### config.mk
export PLATFORM = sky130hd
export DESIGN_NAME = pcm_regs
export DESIGN_NICKNAME = d
export VERILOG_FILES = /design/src/shared/pcm_pkg.sv /design/src/hw/pcm_regs.sv /design/src/hw/pcm_avs.sv /design/src/hw/pcm_chan.sv
export SDC_FILE = /design/constraint.sdc
export NUM_CORES = 1
export LEC_CHECK = 0
export CAP_MARGIN = 25
export CORE_ASPECT_RATIO = 0.9
export CORE_MARGIN = 2
export CORE_UTILIZATION = 45
export CTS_CLUSTER_SIZE = 10
export DETAILED_ROUTE_END_ITERATION = 8
export DONT_BUFFER_PORTS = 1
export PLACE_DENSITY = 0.66
export SKIP_CTS_REPAIR_TIMING = 1
export SYNTH_ARGS = -nofsm -noshare
export SYNTH_HDL_FRONTEND = slang
export SYNTH_SLANG_ARGS = --single-unit
export TNS_END_PERCENT = 30
### constraint.sdc
create_clock -name clk -period 15.2 [get_ports clk]
set_input_delay 0.76 -clock clk [delete_from_list [all_inputs] [get_ports clk]]
set_output_delay 0.76 -clock clk [all_outputs]
set_load 0.01 [all_outputs]
### src/shared/pcm_pkg.sv
// pcm_pkg: register map, field positions and byte helpers of the pwm count registers
// assumes byte-addressed avalon-mm access, one register per aligned 32-bit word
package pcm_pkg;

    localparam int NUM_CH = 3;
    localparam int CNT_W  = 16;
    localparam int BYTE_W = 8;
    localparam int ADDR_W = 8;
    localparam int DATA_W = 32;

    // address fields: bank selects channel or mirrors, idx selects register
    localparam int BANK_MSB = 7;
    localparam int BANK_LSB = 6;
    localparam int IDX_MSB  = 5;
    localparam int IDX_LSB  = 2;

    // register index inside a channel bank; high byte sits at even index
    localparam logic [3:0] IDX_LAG_HI      = 4'h0;
    localparam logic [3:0] IDX_LAG_LO      = 4'h1;
    localparam logic [3:0] IDX_DUTY_HI     = 4'h2;
    localparam logic [3:0] IDX_DUTY_LO     = 4'h3;
    localparam logic [3:0] IDX_PERIOD_HI   = 4'h4;
    localparam logic [3:0] IDX_PERIOD_LO   = 4'h5;
    localparam logic [3:0] IDX_DELAY_HI    = 4'h6;
    localparam logic [3:0] IDX_DELAY_LO    = 4'h7;
    localparam logic [3:0] IDX_TMR_HI      = 4'h8;
    localparam logic [3:0] IDX_TMR_LO      = 4'h9;
    localparam logic [3:0] IDX_CHAN_CTRL   = 4'hA;
    localparam logic [3:0] IDX_RELOAD_CTRL = 4'hB;

    localparam logic [1:0] MIRROR_BANK = 2'h3;
    localparam logic [ADDR_W-1:0] OFS_MODULE_ON_MIRROR    = 8'hC0;
    localparam logic [ADDR_W-1:0] OFS_RELOAD_ARMED_MIRROR = 8'hC4;

    // bit positions in channel_control and reload_control
    localparam int CTRL_ON_BIT   = 7;
    localparam int RLD_ARMED_BIT = 7;
    localparam int RLD_TRIG_BIT  = 6;

    localparam logic [CNT_W-1:0] TIMER_START = 16'h0000;
    localparam logic [CNT_W-1:0] TIMER_STEP  = 16'h0001;
    localparam logic [CNT_W-1:0] ACTIVE_RST  = 16'h0000;

    function automatic logic [CNT_W-1:0] put_byte(input logic [CNT_W-1:0] old,
                                                  input logic              hi,
                                                  input logic [BYTE_W-1:0] d);
        return hi ? {d, old[BYTE_W-1:0]} : {old[CNT_W-1:BYTE_W], d};
    endfunction

    function automatic logic [BYTE_W-1:0] get_byte(input logic [CNT_W-1:0] v,
                                                   input logic             hi);
        return hi ? v[CNT_W-1:BYTE_W] : v[BYTE_W-1:0];
    endfunction

    function automatic logic [ADDR_W-1:0] reg_ofs(input logic [1:0] bank,
                                                  input logic [3:0] idx);
        return {bank, idx, 2'h0};
    endfunction

endpackage

### src/hw/pcm_regs.sv
// pcm_regs: register file of three 16-bit pwm channels with shared enable and arm mirrors
// assumes an avalon-mm master on clk; compare and waveform logic sit outside
`timescale 1ns/1ps
// Behaviour
// - each channel keeps a 16-bit phase value as readable, writable high and low bytes
// - each channel keeps a 16-bit duty value as readable, writable high and low bytes
// - each channel keeps a 16-bit period value as readable, writable high and low bytes
// - each channel keeps a 16-bit offset value as readable, writable high and low bytes
// - the running timer reads and writes through high and low byte registers
// - count and timer bytes power up unknown and survive every other reset
// - enable mirror bits 0..2 are the same flops as each channel's enable
// - arm mirror bits 0..2 are the same flops as each channel's armed bit
// - mirror bits 7..3 ignore writes, read zero; mirrors reset to zero
// - a set enable runs the channel, a cleared one stops it
// - armed without triggered reload copies buffers into use at period end
// - hardware clears armed after the reload; software may clear it too
module pcm_regs import pcm_pkg::*; (
    // clock and reset
    input  wire logic                    clk,
    input  wire logic                    sys_rst,
    // avalon-mm slave
    input  wire logic [ADDR_W-1:0]       address,
    input  wire logic                    read,
    input  wire logic                    write,
    input  wire logic [DATA_W-1:0]       writedata,
    output logic [DATA_W-1:0]            readdata,
    output logic                         waitrequest,
    // reload triggers, one per channel
    input  wire logic [NUM_CH-1:0]       ld_trigger,
    // values in use, channel 0 in the low slice
    output logic [NUM_CH*CNT_W-1:0]      lag_active,
    output logic [NUM_CH*CNT_W-1:0]      duty_active,
    output logic [NUM_CH*CNT_W-1:0]      period_active,
    output logic [NUM_CH*CNT_W-1:0]      delay_active,
    output logic [NUM_CH*CNT_W-1:0]      timebase_count,
    // channel state
    output logic [NUM_CH-1:0]            module_on,
    output logic [NUM_CH-1:0]            reload_armed,
    output logic [NUM_CH-1:0]            period_done
);

    logic                wr_take;
    logic                rd_take;
    logic [BYTE_W-1:0]   rd_byte;
    logic [NUM_CH-1:0]   triggered_reload_select;
    logic [NUM_CH-1:0]   next_module_on;
    logic [NUM_CH-1:0]   next_ldt;
    logic [CNT_W-1:0]    buf_lag    [NUM_CH];
    logic [CNT_W-1:0]    buf_duty   [NUM_CH];
    logic [CNT_W-1:0]    buf_period [NUM_CH];
    logic [CNT_W-1:0]    buf_delay  [NUM_CH];
    logic [BYTE_W-1:0]   bank_byte  [4];

    wire [1:0]        bank          = address[BANK_MSB:BANK_LSB];
    wire [3:0]        idx           = address[IDX_MSB:IDX_LSB];
    wire [BYTE_W-1:0] wbyte         = writedata[BYTE_W-1:0];
    wire              wr_on_mirror  = wr_take & (address == OFS_MODULE_ON_MIRROR);
    wire              wr_arm_mirror = wr_take & (address == OFS_RELOAD_ARMED_MIRROR);

    // readback of one channel register
    function automatic logic [BYTE_W-1:0] pick_byte(input logic [3:0]       i,
                                                    input logic [CNT_W-1:0] lag,
                                                    input logic [CNT_W-1:0] duty,
                                                    input logic [CNT_W-1:0] per,
                                                    input logic [CNT_W-1:0] dly,
                                                    input logic [CNT_W-1:0] tmr,
                                                    input logic             on,
                                                    input logic             trig,
                                                    input logic             arm);
        logic [BYTE_W-1:0] r;
        case (i)
            IDX_LAG_HI, IDX_LAG_LO: r = get_byte(lag, ~i[0]);
            IDX_DUTY_HI, IDX_DUTY_LO: r = get_byte(duty, ~i[0]);
            IDX_PERIOD_HI, IDX_PERIOD_LO: r = get_byte(per, ~i[0]);
            IDX_DELAY_HI, IDX_DELAY_LO: r = get_byte(dly, ~i[0]);
            IDX_TMR_HI, IDX_TMR_LO: r = get_byte(tmr, ~i[0]);
            IDX_CHAN_CTRL: r = BYTE_W'(on) << CTRL_ON_BIT;
            IDX_RELOAD_CTRL: r = (BYTE_W'(arm) << RLD_ARMED_BIT) | (BYTE_W'(trig) << RLD_TRIG_BIT);
            default: r = 8'h00;
        endcase
        return r;
    endfunction

    pcm_avs u_avs (
        .clk         (clk),
        .sys_rst     (sys_rst),
        .read        (read),
        .write       (write),
        .waitrequest (waitrequest),
        .readdata    (readdata),
        .rd_byte     (rd_byte),
        .wr_take     (wr_take),
        .rd_take     (rd_take)
    );

    genvar g;
    generate
        for (g = 0; g < NUM_CH; g++) begin : g_ch
            wire wr_ch   = wr_take & (bank == 2'(g));
            wire wr_ctrl = wr_ch & (idx == IDX_CHAN_CTRL);
            wire wr_rld  = wr_ch & (idx == IDX_RELOAD_CTRL);

            // mirror and own control register share one flop
            assign next_module_on[g] = wr_on_mirror ? wbyte[g] :
                                       wr_ctrl ? wbyte[CTRL_ON_BIT] : module_on[g];
            assign next_ldt[g] = wr_rld ? wbyte[RLD_TRIG_BIT] : triggered_reload_select[g];
            assign bank_byte[g] = pick_byte(idx, buf_lag[g], buf_duty[g], buf_period[g],
                                            buf_delay[g], timebase_count[g*CNT_W +: CNT_W],
                                            module_on[g], triggered_reload_select[g], reload_armed[g]);

            pcm_chan u_chan (
                .clk        (clk),
                .sys_rst    (sys_rst),
                .wr_stb     (wr_ch),
                .wr_idx     (idx),
                .wr_data    (wbyte),
                .arm_wr     (wr_arm_mirror | wr_rld),
                .arm_val    (wr_arm_mirror ? wbyte[g] : wbyte[RLD_ARMED_BIT]),
                .module_on  (module_on[g]),
                .triggered_reload_select        (triggered_reload_select[g]),
                .trigger    (ld_trigger[g]),
                .buf_lag    (buf_lag[g]),
                .buf_duty   (buf_duty[g]),
                .buf_period (buf_period[g]),
                .buf_delay  (buf_delay[g]),
                .timer      (timebase_count[g*CNT_W +: CNT_W]),
                .armed      (reload_armed[g]),
                .act_lag    (lag_active[g*CNT_W +: CNT_W]),
                .act_duty   (duty_active[g*CNT_W +: CNT_W]),
                .act_period (period_active[g*CNT_W +: CNT_W]),
                .act_delay  (delay_active[g*CNT_W +: CNT_W]),
                .period_end (period_done[g])
            );
        end
    endgenerate

    // upper mirror bits are not stored and read zero
    assign bank_byte[MIRROR_BANK] =
        (address == OFS_MODULE_ON_MIRROR)    ? BYTE_W'(module_on)    :
        (address == OFS_RELOAD_ARMED_MIRROR) ? BYTE_W'(reload_armed) : 8'h00;
    assign rd_byte = bank_byte[bank];

    always_ff @(posedge clk or posedge sys_rst) begin
        if (sys_rst) begin
            module_on <= '0;
            triggered_reload_select       <= '0;
        end else begin
            module_on <= next_module_on;
            triggered_reload_select       <= next_ldt;
        end
    end
endmodule // pcm_regs

### src/hw/pcm_avs.sv
// pcm_avs: avalon-mm slave handshake, one wait state per access, registered read data
// assumes the master holds address, direction and data until waitrequest is seen low
`timescale 1ns/1ps
module pcm_avs import pcm_pkg::*; (
    // clock and reset
    input  wire logic              clk,
    input  wire logic              sys_rst,
    // bus side
    input  wire logic              read,
    input  wire logic              write,
    output logic                   waitrequest,
    output logic [DATA_W-1:0]      readdata,
    // register side
    input  wire logic [BYTE_W-1:0] rd_byte,
    output logic                   wr_take,
    output logic                   rd_take
);

    logic ack;
    logic next_ack;

    assign next_ack    = (read | write) & ~ack;
    assign waitrequest = (read | write) & ~ack;
    assign wr_take     = write & ack;
    // read data is caught while the request still waits
    assign rd_take     = read & ~ack;

    always_ff @(posedge clk or posedge sys_rst) begin
        if (sys_rst) begin
            ack <= 1'b0;
        end else begin
            ack <= next_ack;
        end
    end

    always_ff @(posedge clk or posedge sys_rst) begin
        if (sys_rst) begin
            readdata <= '0;
        end else if (rd_take) begin
            readdata <= {{(DATA_W-BYTE_W){1'b0}}, rd_byte};
        end
    end

endmodule // pcm_avs

### src/hw/pcm_chan.sv
// pcm_chan: one channel's count buffers, values in use, timebase counter and reload arming
// assumes write strobes come from the register slave on the same clock
`timescale 1ns/1ps
module pcm_chan import pcm_pkg::*; (
    // clock and reset
    input  wire logic              clk,
    input  wire logic              sys_rst,
    // register writes aimed at this channel
    input  wire logic              wr_stb,
    input  wire logic [3:0]        wr_idx,
    input  wire logic [BYTE_W-1:0] wr_data,
    input  wire logic              arm_wr,
    input  wire logic              arm_val,
    // control
    input  wire logic              module_on,
    input  wire logic              triggered_reload_select,
    input  wire logic              trigger,
    // software view
    output logic [CNT_W-1:0]       buf_lag,
    output logic [CNT_W-1:0]       buf_duty,
    output logic [CNT_W-1:0]       buf_period,
    output logic [CNT_W-1:0]       buf_delay,
    output logic [CNT_W-1:0]       timer,
    output logic                   armed,
    // values in use
    output logic [CNT_W-1:0]       act_lag,
    output logic [CNT_W-1:0]       act_duty,
    output logic [CNT_W-1:0]       act_period,
    output logic [CNT_W-1:0]       act_delay,
    output logic                   period_end
);

    logic trig_seen;
    logic next_armed;
    logic next_trig_seen;

    wire hi        = ~wr_idx[0];
    wire wr_lag    = wr_stb & (wr_idx == IDX_LAG_HI    || wr_idx == IDX_LAG_LO);
    wire wr_duty   = wr_stb & (wr_idx == IDX_DUTY_HI   || wr_idx == IDX_DUTY_LO);
    wire wr_period = wr_stb & (wr_idx == IDX_PERIOD_HI || wr_idx == IDX_PERIOD_LO);
    wire wr_delay  = wr_stb & (wr_idx == IDX_DELAY_HI  || wr_idx == IDX_DELAY_LO);
    wire wr_timer  = wr_stb & (wr_idx == IDX_TMR_HI    || wr_idx == IDX_TMR_LO);

    assign period_end = module_on & (timer == act_period);
    wire load_due = armed & (~triggered_reload_select | trig_seen) & period_end;

    // software arming wins over the hardware clear in the same cycle
    assign next_armed = arm_wr ? arm_val : (load_due ? 1'b0 : armed);
    assign next_trig_seen = (load_due | ~armed) ? 1'b0 : (trig_seen | (trigger & triggered_reload_select));

    // no reset: content unknown at power-up, kept over any reset
    always_ff @(posedge clk) begin
        if (wr_lag) buf_lag <= put_byte(buf_lag, hi, wr_data);
        if (wr_duty) buf_duty <= put_byte(buf_duty, hi, wr_data);
        if (wr_period) buf_period <= put_byte(buf_period, hi, wr_data);
        if (wr_delay) buf_delay <= put_byte(buf_delay, hi, wr_data);
    end

    always_ff @(posedge clk) begin
        if (wr_timer) begin
            timer <= put_byte(timer, hi, wr_data);
        end else if (period_end) begin
            timer <= TIMER_START;
        end else if (module_on) begin
            timer <= timer + TIMER_STEP;
        end
    end

    always_ff @(posedge clk or posedge sys_rst) begin
        if (sys_rst) begin
            act_lag    <= ACTIVE_RST;
            act_duty   <= ACTIVE_RST;
            act_period <= ACTIVE_RST;
            act_delay  <= ACTIVE_RST;
        end else if (load_due) begin
            act_lag    <= buf_lag;
            act_duty   <= buf_duty;
            act_period <= buf_period;
            act_delay  <= buf_delay;
        end
    end

    always_ff @(posedge clk or posedge sys_rst) begin
        if (sys_rst) begin
            armed     <= 1'b0;
            trig_seen <= 1'b0;
        end else begin
            armed     <= next_armed;
            trig_seen <= next_trig_seen;
        end
    end

endmodule // pcm_chan

Yosys cells after proc, flatten, opt, wreduce, memory -nomap -nowiden

Index checks and enable logic that the tools add are counted.

Word-level logic and storage cells: 252
Bits in registers: 453
Output and inout port bits: 282
Bits of input ports: 47

Bitwise gates (word level): 66
Add/subtract/negate cells: 3
$lt $le $gt $ge: 1
Reductions and logical operators: 51
Equality and inequality tests: 24
Muxes and demuxes: 51

Operator list:

| operator                                                               | number |
|---|---|
| 8-bit one-hot mux with 7 select lines                                  | 3 |
| 16-bit 2-to-1 mux                                                      | 10 |
| 8-bit 2-to-1 mux                                                       | 17 |
| 2-bit AND reduction                                                    | 30 |
| 16-bit by 1-bit adder with 16-bit output (second input constant)       | 3 |
| 16-bit equality test                                                   | 3 |
| 1-bit AND                                                              | 41 |
| 8-bit by 7-bit bitwise OR with 8-bit output                            | 3 |
| 1-bit 2-to-1 mux                                                       | 18 |
| 8-bit binary-select mux with 2-bit select                              | 1 |
| 4-bit by 3-bit equality test with 1-bit output (second input constant) | 4 |
| 4-bit equality test (second input constant)                            | 4 |
| 8-bit equality test (second input constant)                            | 2 |
| 1-bit bitwise OR                                                       | 13 |
| 2-bit inequality test (second input constant)                          | 6 |
| 2-bit nonzero test                                                     | 6 |
| 2-bit OR reduction                                                     | 5 |
| 3-bit nonzero test                                                     | 3 |
| 4-bit by 2-bit equality test with 1-bit output (second input constant) | 2 |
| 1-bit inverter                                                         | 8 |
| 3-bit 2-to-1 mux                                                       | 2 |
| 1-bit logical OR                                                       | 5 |
| 4-bit by 1-bit equality test with 1-bit output (second input constant) | 1 |
| 4-bit logical NOT                                                      | 1 |
| 5 further kinds                                                        | 5 |

Depth between registers and ports, before layout

Word-level depth: 6
Gate-level depth with buffers: 8

Modules after synthesis

Synthesis repeated with hierarchy kept, for this count alone.

Cell total of the unflattened synthesis: 1412
Area total of the unflattened synthesis: 20916.3 µm²

By module, submodules not included:

| module   | sequential area each (µm²) | cells an instance | area each (µm²) | instances |
|---|---|---|---|---|
| pcm_chan | 4053.9                     | 347               | 5889.4          | 3 |
| pcm_regs | 150.1                      | 323               | 2675.1          | 1 |
| pcm_avs  | 225.2                      | 48                | 573.0           | 1 |

Worst setup path before layout

No wires, ideal clock.

Path type: input-to-reg
Start point: in address[6]
End point: reg g_ch[0].u_chan.timer[10] (enable)
Required time: 14874 ps
Data arrival time: 2400 ps
Setup time: 326 ps
Cell stages on the path: 4
Setup slack: 12474 ps
Cells stage by stage: clkbuf_1 nor3_1 nor4b_1 a21o_1

Longest elaborated chain between the ends: 5
Elaborated cells on any way between the ends: 6

Ends and longest elaborated chain:

| what                                                                         | line           | source |
|---|---|---|
| start, declared                                                              | pcm_regs.sv:22 | `input wire logic [ADDR_W-1:0] address,` |
| 2-bit logical NOT (*)                                                        | pcm_regs.sv:99 | `wire wr_ch = wr_take & (bank == 2'(g));` |
| 1-bit AND (*)                                                                | pcm_regs.sv:99 |  |
| 1-bit AND (*)                                                                | pcm_chan.sv:42 | `wire wr_timer = wr_stb & (wr_idx == IDX_TMR_HI \|\| wr_idx == IDX_TMR_LO);` |
| 2-bit inequality test (no line) / 3-bit nonzero test (equally long branches) | -              |  |
| 2-bit AND reduction (no line) (*)                                            | -              |  |
| end signal, assigned                                                         | pcm_chan.sv:61 | `timer <= put_byte(timer, hi, wr_data);` |
| end signal, assigned                                                         | pcm_chan.sv:65 | `timer <= timer + TIMER_STEP;` |
| end, declared                                                                | pcm_chan.sv:23 | `output logic [CNT_W-1:0] timer,` |

Mark *: on every way between the ends. The rest lies on a longest branch, timed or not.
A chain may end at the register's enable or synchronous reset.

Worst setup path after layout

Start point: reg g_ch[0].u_chan.timer[9]
End point: out period_done[0]

Longest elaborated chain between the ends: 2

Ends and longest elaborated chain:

| what                 | line           | source |
|---|---|---|
| 16-bit equality test | pcm_chan.sv:44 | `assign period_end = module_on & (timer == act_period);` |
| 1-bit AND            | pcm_chan.sv:44 |  |
| end, declared        | pcm_regs.sv:39 | `output logic [NUM_CH-1:0] period_done` |

No other way between the ends.

==> metrics.md <==
| Metric | Value |
|---|---|
| Crit path cell chain | `xor2_1 -> nor4_1 -> nand2_1 -> nor4_1` |
| Row count | `73` |
| Setup TNS | `0 ps` |
| First-pass GRT wire length | `around 86000 µm` |
| Final worst path period need | `3208 ps` |
| ANT nets after route | `0` |
| Grt total ovfl | `0` |
| Clk slew on worst S/H paths | `60 ps` |
| Root Driver | `clkbuf_16` |
| Antenna violations before repair | `1` |
| Post-synth EDFFs | `240` |
| CTS tree | `done` |
| Gr usage total | `25.74%` |
| Core ar. | `0.04393 mm²` |
| Area grow syn2layout | `9.294%` |
| CP Launch Type | `flop` |
| Worst r2r src | `g_ch[1].u_chan.timer[7]` |
| Hold_ws | `94.20 ps` |
| Syn. warnings | `0` |
| CTS Buf Count | `52` |
| Critical path class | `flop to output pin` |
| Post-synthesis register bit count | `453` |
| Die W | `225.9 µm` |
| Maximum vdd ir drop | `78.09 µV` |
| Max stage delay cell, worst path | `edfxtp_1` |
| Pre-CTS setup slack | `11990 ps` |
| Crit-path leading delay family | `simple AND/OR/NAND/NOR gates` |
| CP max stage delay | `roughly 570 ps` |
| CTS sink count | `between 400 and 500` |
| Fmax | `approximately 310 MHz` |
| R2R setup slack | `between 10000 and 15000 ps` |
| Final Setup Violations | `0` |
| Max_slew headroom | `roughly a third` |
| Worst skew pair latency | `600 ps` |
| DR pass1 iterations | `5` |
| Via count of the first global-routing pass | `12110` |
| Vias after detailed routing | `around 12000` |
| Synthesized area | `0.01994 mm²` |
| CP dominant cell by count | `nor4_1` |
| Final period util | `21.10%` |
| Leakage | `8.867 nW` |
| Arrival time worst endpoint | `2450 ps` |
| Status | `finished, final reports clean` |
| Pin count of the biggest net entering global routing | `between 100 and 150` |
| Number of fill cells in the layout | `~3700` |
| Max Slew Vio Count | `0` |
| Ys flop type | `edfxtp_1` |
| Syn Area/Cell | `14.11 µm²` |
| Setup Skew | `between 15 and 20 ps` |
| Synth cell types | `61` |
| Drt total wl | `a little under 60000 µm` |
| Die Span Y | `between 200 and 250 µm` |
| Drt drc | `0` |
| Critical Path RT | `14440 ps` |
| Max cap viols | `0` |
| Initial Util | `45.38%` |
| Final hold violations | `0` |
| RSZ-0062 raised after global routing | `no` |
| Commonest non-fill, non-tap cell in the layout | `edfxtp_1` |
| Buf/Inv on CP | `0` |
| R2r worst-path depth | `6` |
| Drt wl/cell | `29.07 µm` |
| Crit end category | `output pin` |
| Buffers on Ports | `0` |
| FFs w/ async S/R, synth | `~47%` |
| GP Congestion | `0.8914` |
| Die area | `~0.046 mm²` |
| Sequential share of the synthesized area | `between 60% and 70%` |
| Starting DRC count in detailed routing | `1296` |
| Cells after Synth | `1413` |
| Critical path peak fanout | `6` |
| Layout cell share with drive strength beyond 1 | `19.94%` |
| H-tree depth | `2` |
| IO Pins | `329` |
| Most frequent cells in the layout | `edfxtp_1 (240), dfrtp_1 (213), mux2_2 (186)` |
| Vias/cell | `5.930` |
| Dpl hpwl | `39410 µm` |
| # nets final | `about 1400` |
| Clk buf depth | `3` |
| Final worst slack | `11990 ps` |
| R2R Path End | `g_ch[1].u_chan.act_duty[9]` |
| Worst slew pin tran | `approximately 1000 ps` |
| Power, Total | `~2.6 mW` |
| Pwr dens | `121.3 mW/mm²` |
| Hold Path Class | `input port to asynchronous set/reset pin` |
==> cells in the mapped netlist (5+ instances only) <==
cell / number / area, µm²
edfxtp_1: 240 / 7207
dfrtp_1: 213 / 5330
mux2_2: 186 / 2095
mux2i_1: 92 / 920.9
nand2_1: 87 / 326.6
o21ai_0: 60 / 300.3
nor2_1: 56 / 210.2
xor2_1: 49 / 429.2
o22ai_1: 44 / 275.3
xnor2_1: 41 / 359.1
buf_4: 33 / 247.7
clkbuf_1: 31 / 116.4
nand3_1: 29 / 145.1
nor3_1: 21 / 105.1
buf_6: 20 / 225.2
buf_2: 19 / 95.09
nor4_1: 19 / 118.9
inv_1: 16 / 60.06
nand4_1: 11 / 68.82
mux4_2: 9 / 202.7
a21oi_1: 8 / 40.04
mux2_1: 8 / 90.09
a221oi_1: 7 / 61.31
and3_1: 7 / 43.79
o2bb2ai_1: 7 / 61.31
or3_1: 7 / 43.79
a21o_1: 6 / 45.04
a22oi_1: 5 / 37.54
mux2_4: 5 / 75.07
or2_2: 5 / 31.28
==> registers in the layout (all words and copies together), names as in the netlist <==
name,cells
u_avs.readdata,8
module_on,3
u_avs.ack,1
g_ch.u_chan.timer,48
g_ch.u_chan.act_period,48
g_ch.u_chan.buf_duty,48
g_ch.u_chan.act_delay,48
g_ch.u_chan.act_duty,48
g_ch.u_chan.armed,3
g_ch.u_chan.buf_delay,48
g_ch.u_chan.act_lag,48
g_ch.u_chan.trig_seen,3
g_ch.u_chan.buf_lag,48
triggered_reload_select,3
g_ch.u_chan.buf_period,48
==> worst max-delay path by stage <==
stage,startpoint,to,slack (ps),depth (start not counted)
after floorplan,sys_rst,g_ch[0].u_chan.act_delay[0],8620,1
after global placement,write,g_ch[1].u_chan.timer[11],11740,4
after detailed placement,write,g_ch[1].u_chan.timer[11],11990,5
after CTS,g_ch[0].u_chan.timer[0],period_done[0],11950,4
after global routing,g_ch[0].u_chan.timer[0],period_done[0],11810,4
final,g_ch[0].u_chan.timer[9],period_done[0],11990,4
==> area by class of cell <==
class | instances | area (µm²) | area share, %
sequential | 453 | 12540 | 57.53
antenna | 1 | 2.502 | 0.01148
timing repair buffer | 15 | 137.6 | 0.6316
inverter | 16 | 67.56 | 0.3101
tap | 600 | 750.7 | 3.445
multi-input combinational | 860 | 6730 | 30.89
clock buffer | 92 | 1514 | 6.948
clock inverter | 3 | 51.30 | 0.2354
==> routing by layer <==
metal	global-route usage [%]	up-vias	wire [µm]
li1	-	5159	-
met1	36.02	6297	24940
met2	38.54	551	26850
met3	7.722	91	5872
met4	8.231	0	1639
met5	0	-	0
==> report_power, final <==
part	internal, mW	leakage (nW)	switching (mW)
Combinational	0.0406	3.00	0.0668
Sequential	1.32	5.12	0.0448
Clock	0.685	0.747	0.489
==> cell families after synthesis <==
group / synth area share (%)
and+or+nand+nor: 6.677
muxes: 16.97
adders and majority gates: 0.1883
xor gates and xnor gates: 3.954
buffers and inverters: 3.809
DFF: 62.88
AOI/OAI and AO/OA: 5.504
other: 0.01881
==> worst register-to-register path, stage by stage, from the launching register on <==
cell	delay (ps)
edfxtp_1	600
xor2_1	230
nor4_1	550
nand3_1	300
nor3_4	170
buf_4	680
mux2_2	500
==> through the flow <==
step	std cells	instance area [µm²]	util [%]
6_report	2040	21790	49.60
5_1_grt	2039	21790	49.59
4_1_cts	2037	21750	49.51
3_5_place_dp	1942	20190	45.95
3_3_place_gp	1940	20170	45.91
2_1_floorplan	1436	20020	-
Note: power is estimated with default switching activity, not from simulation.
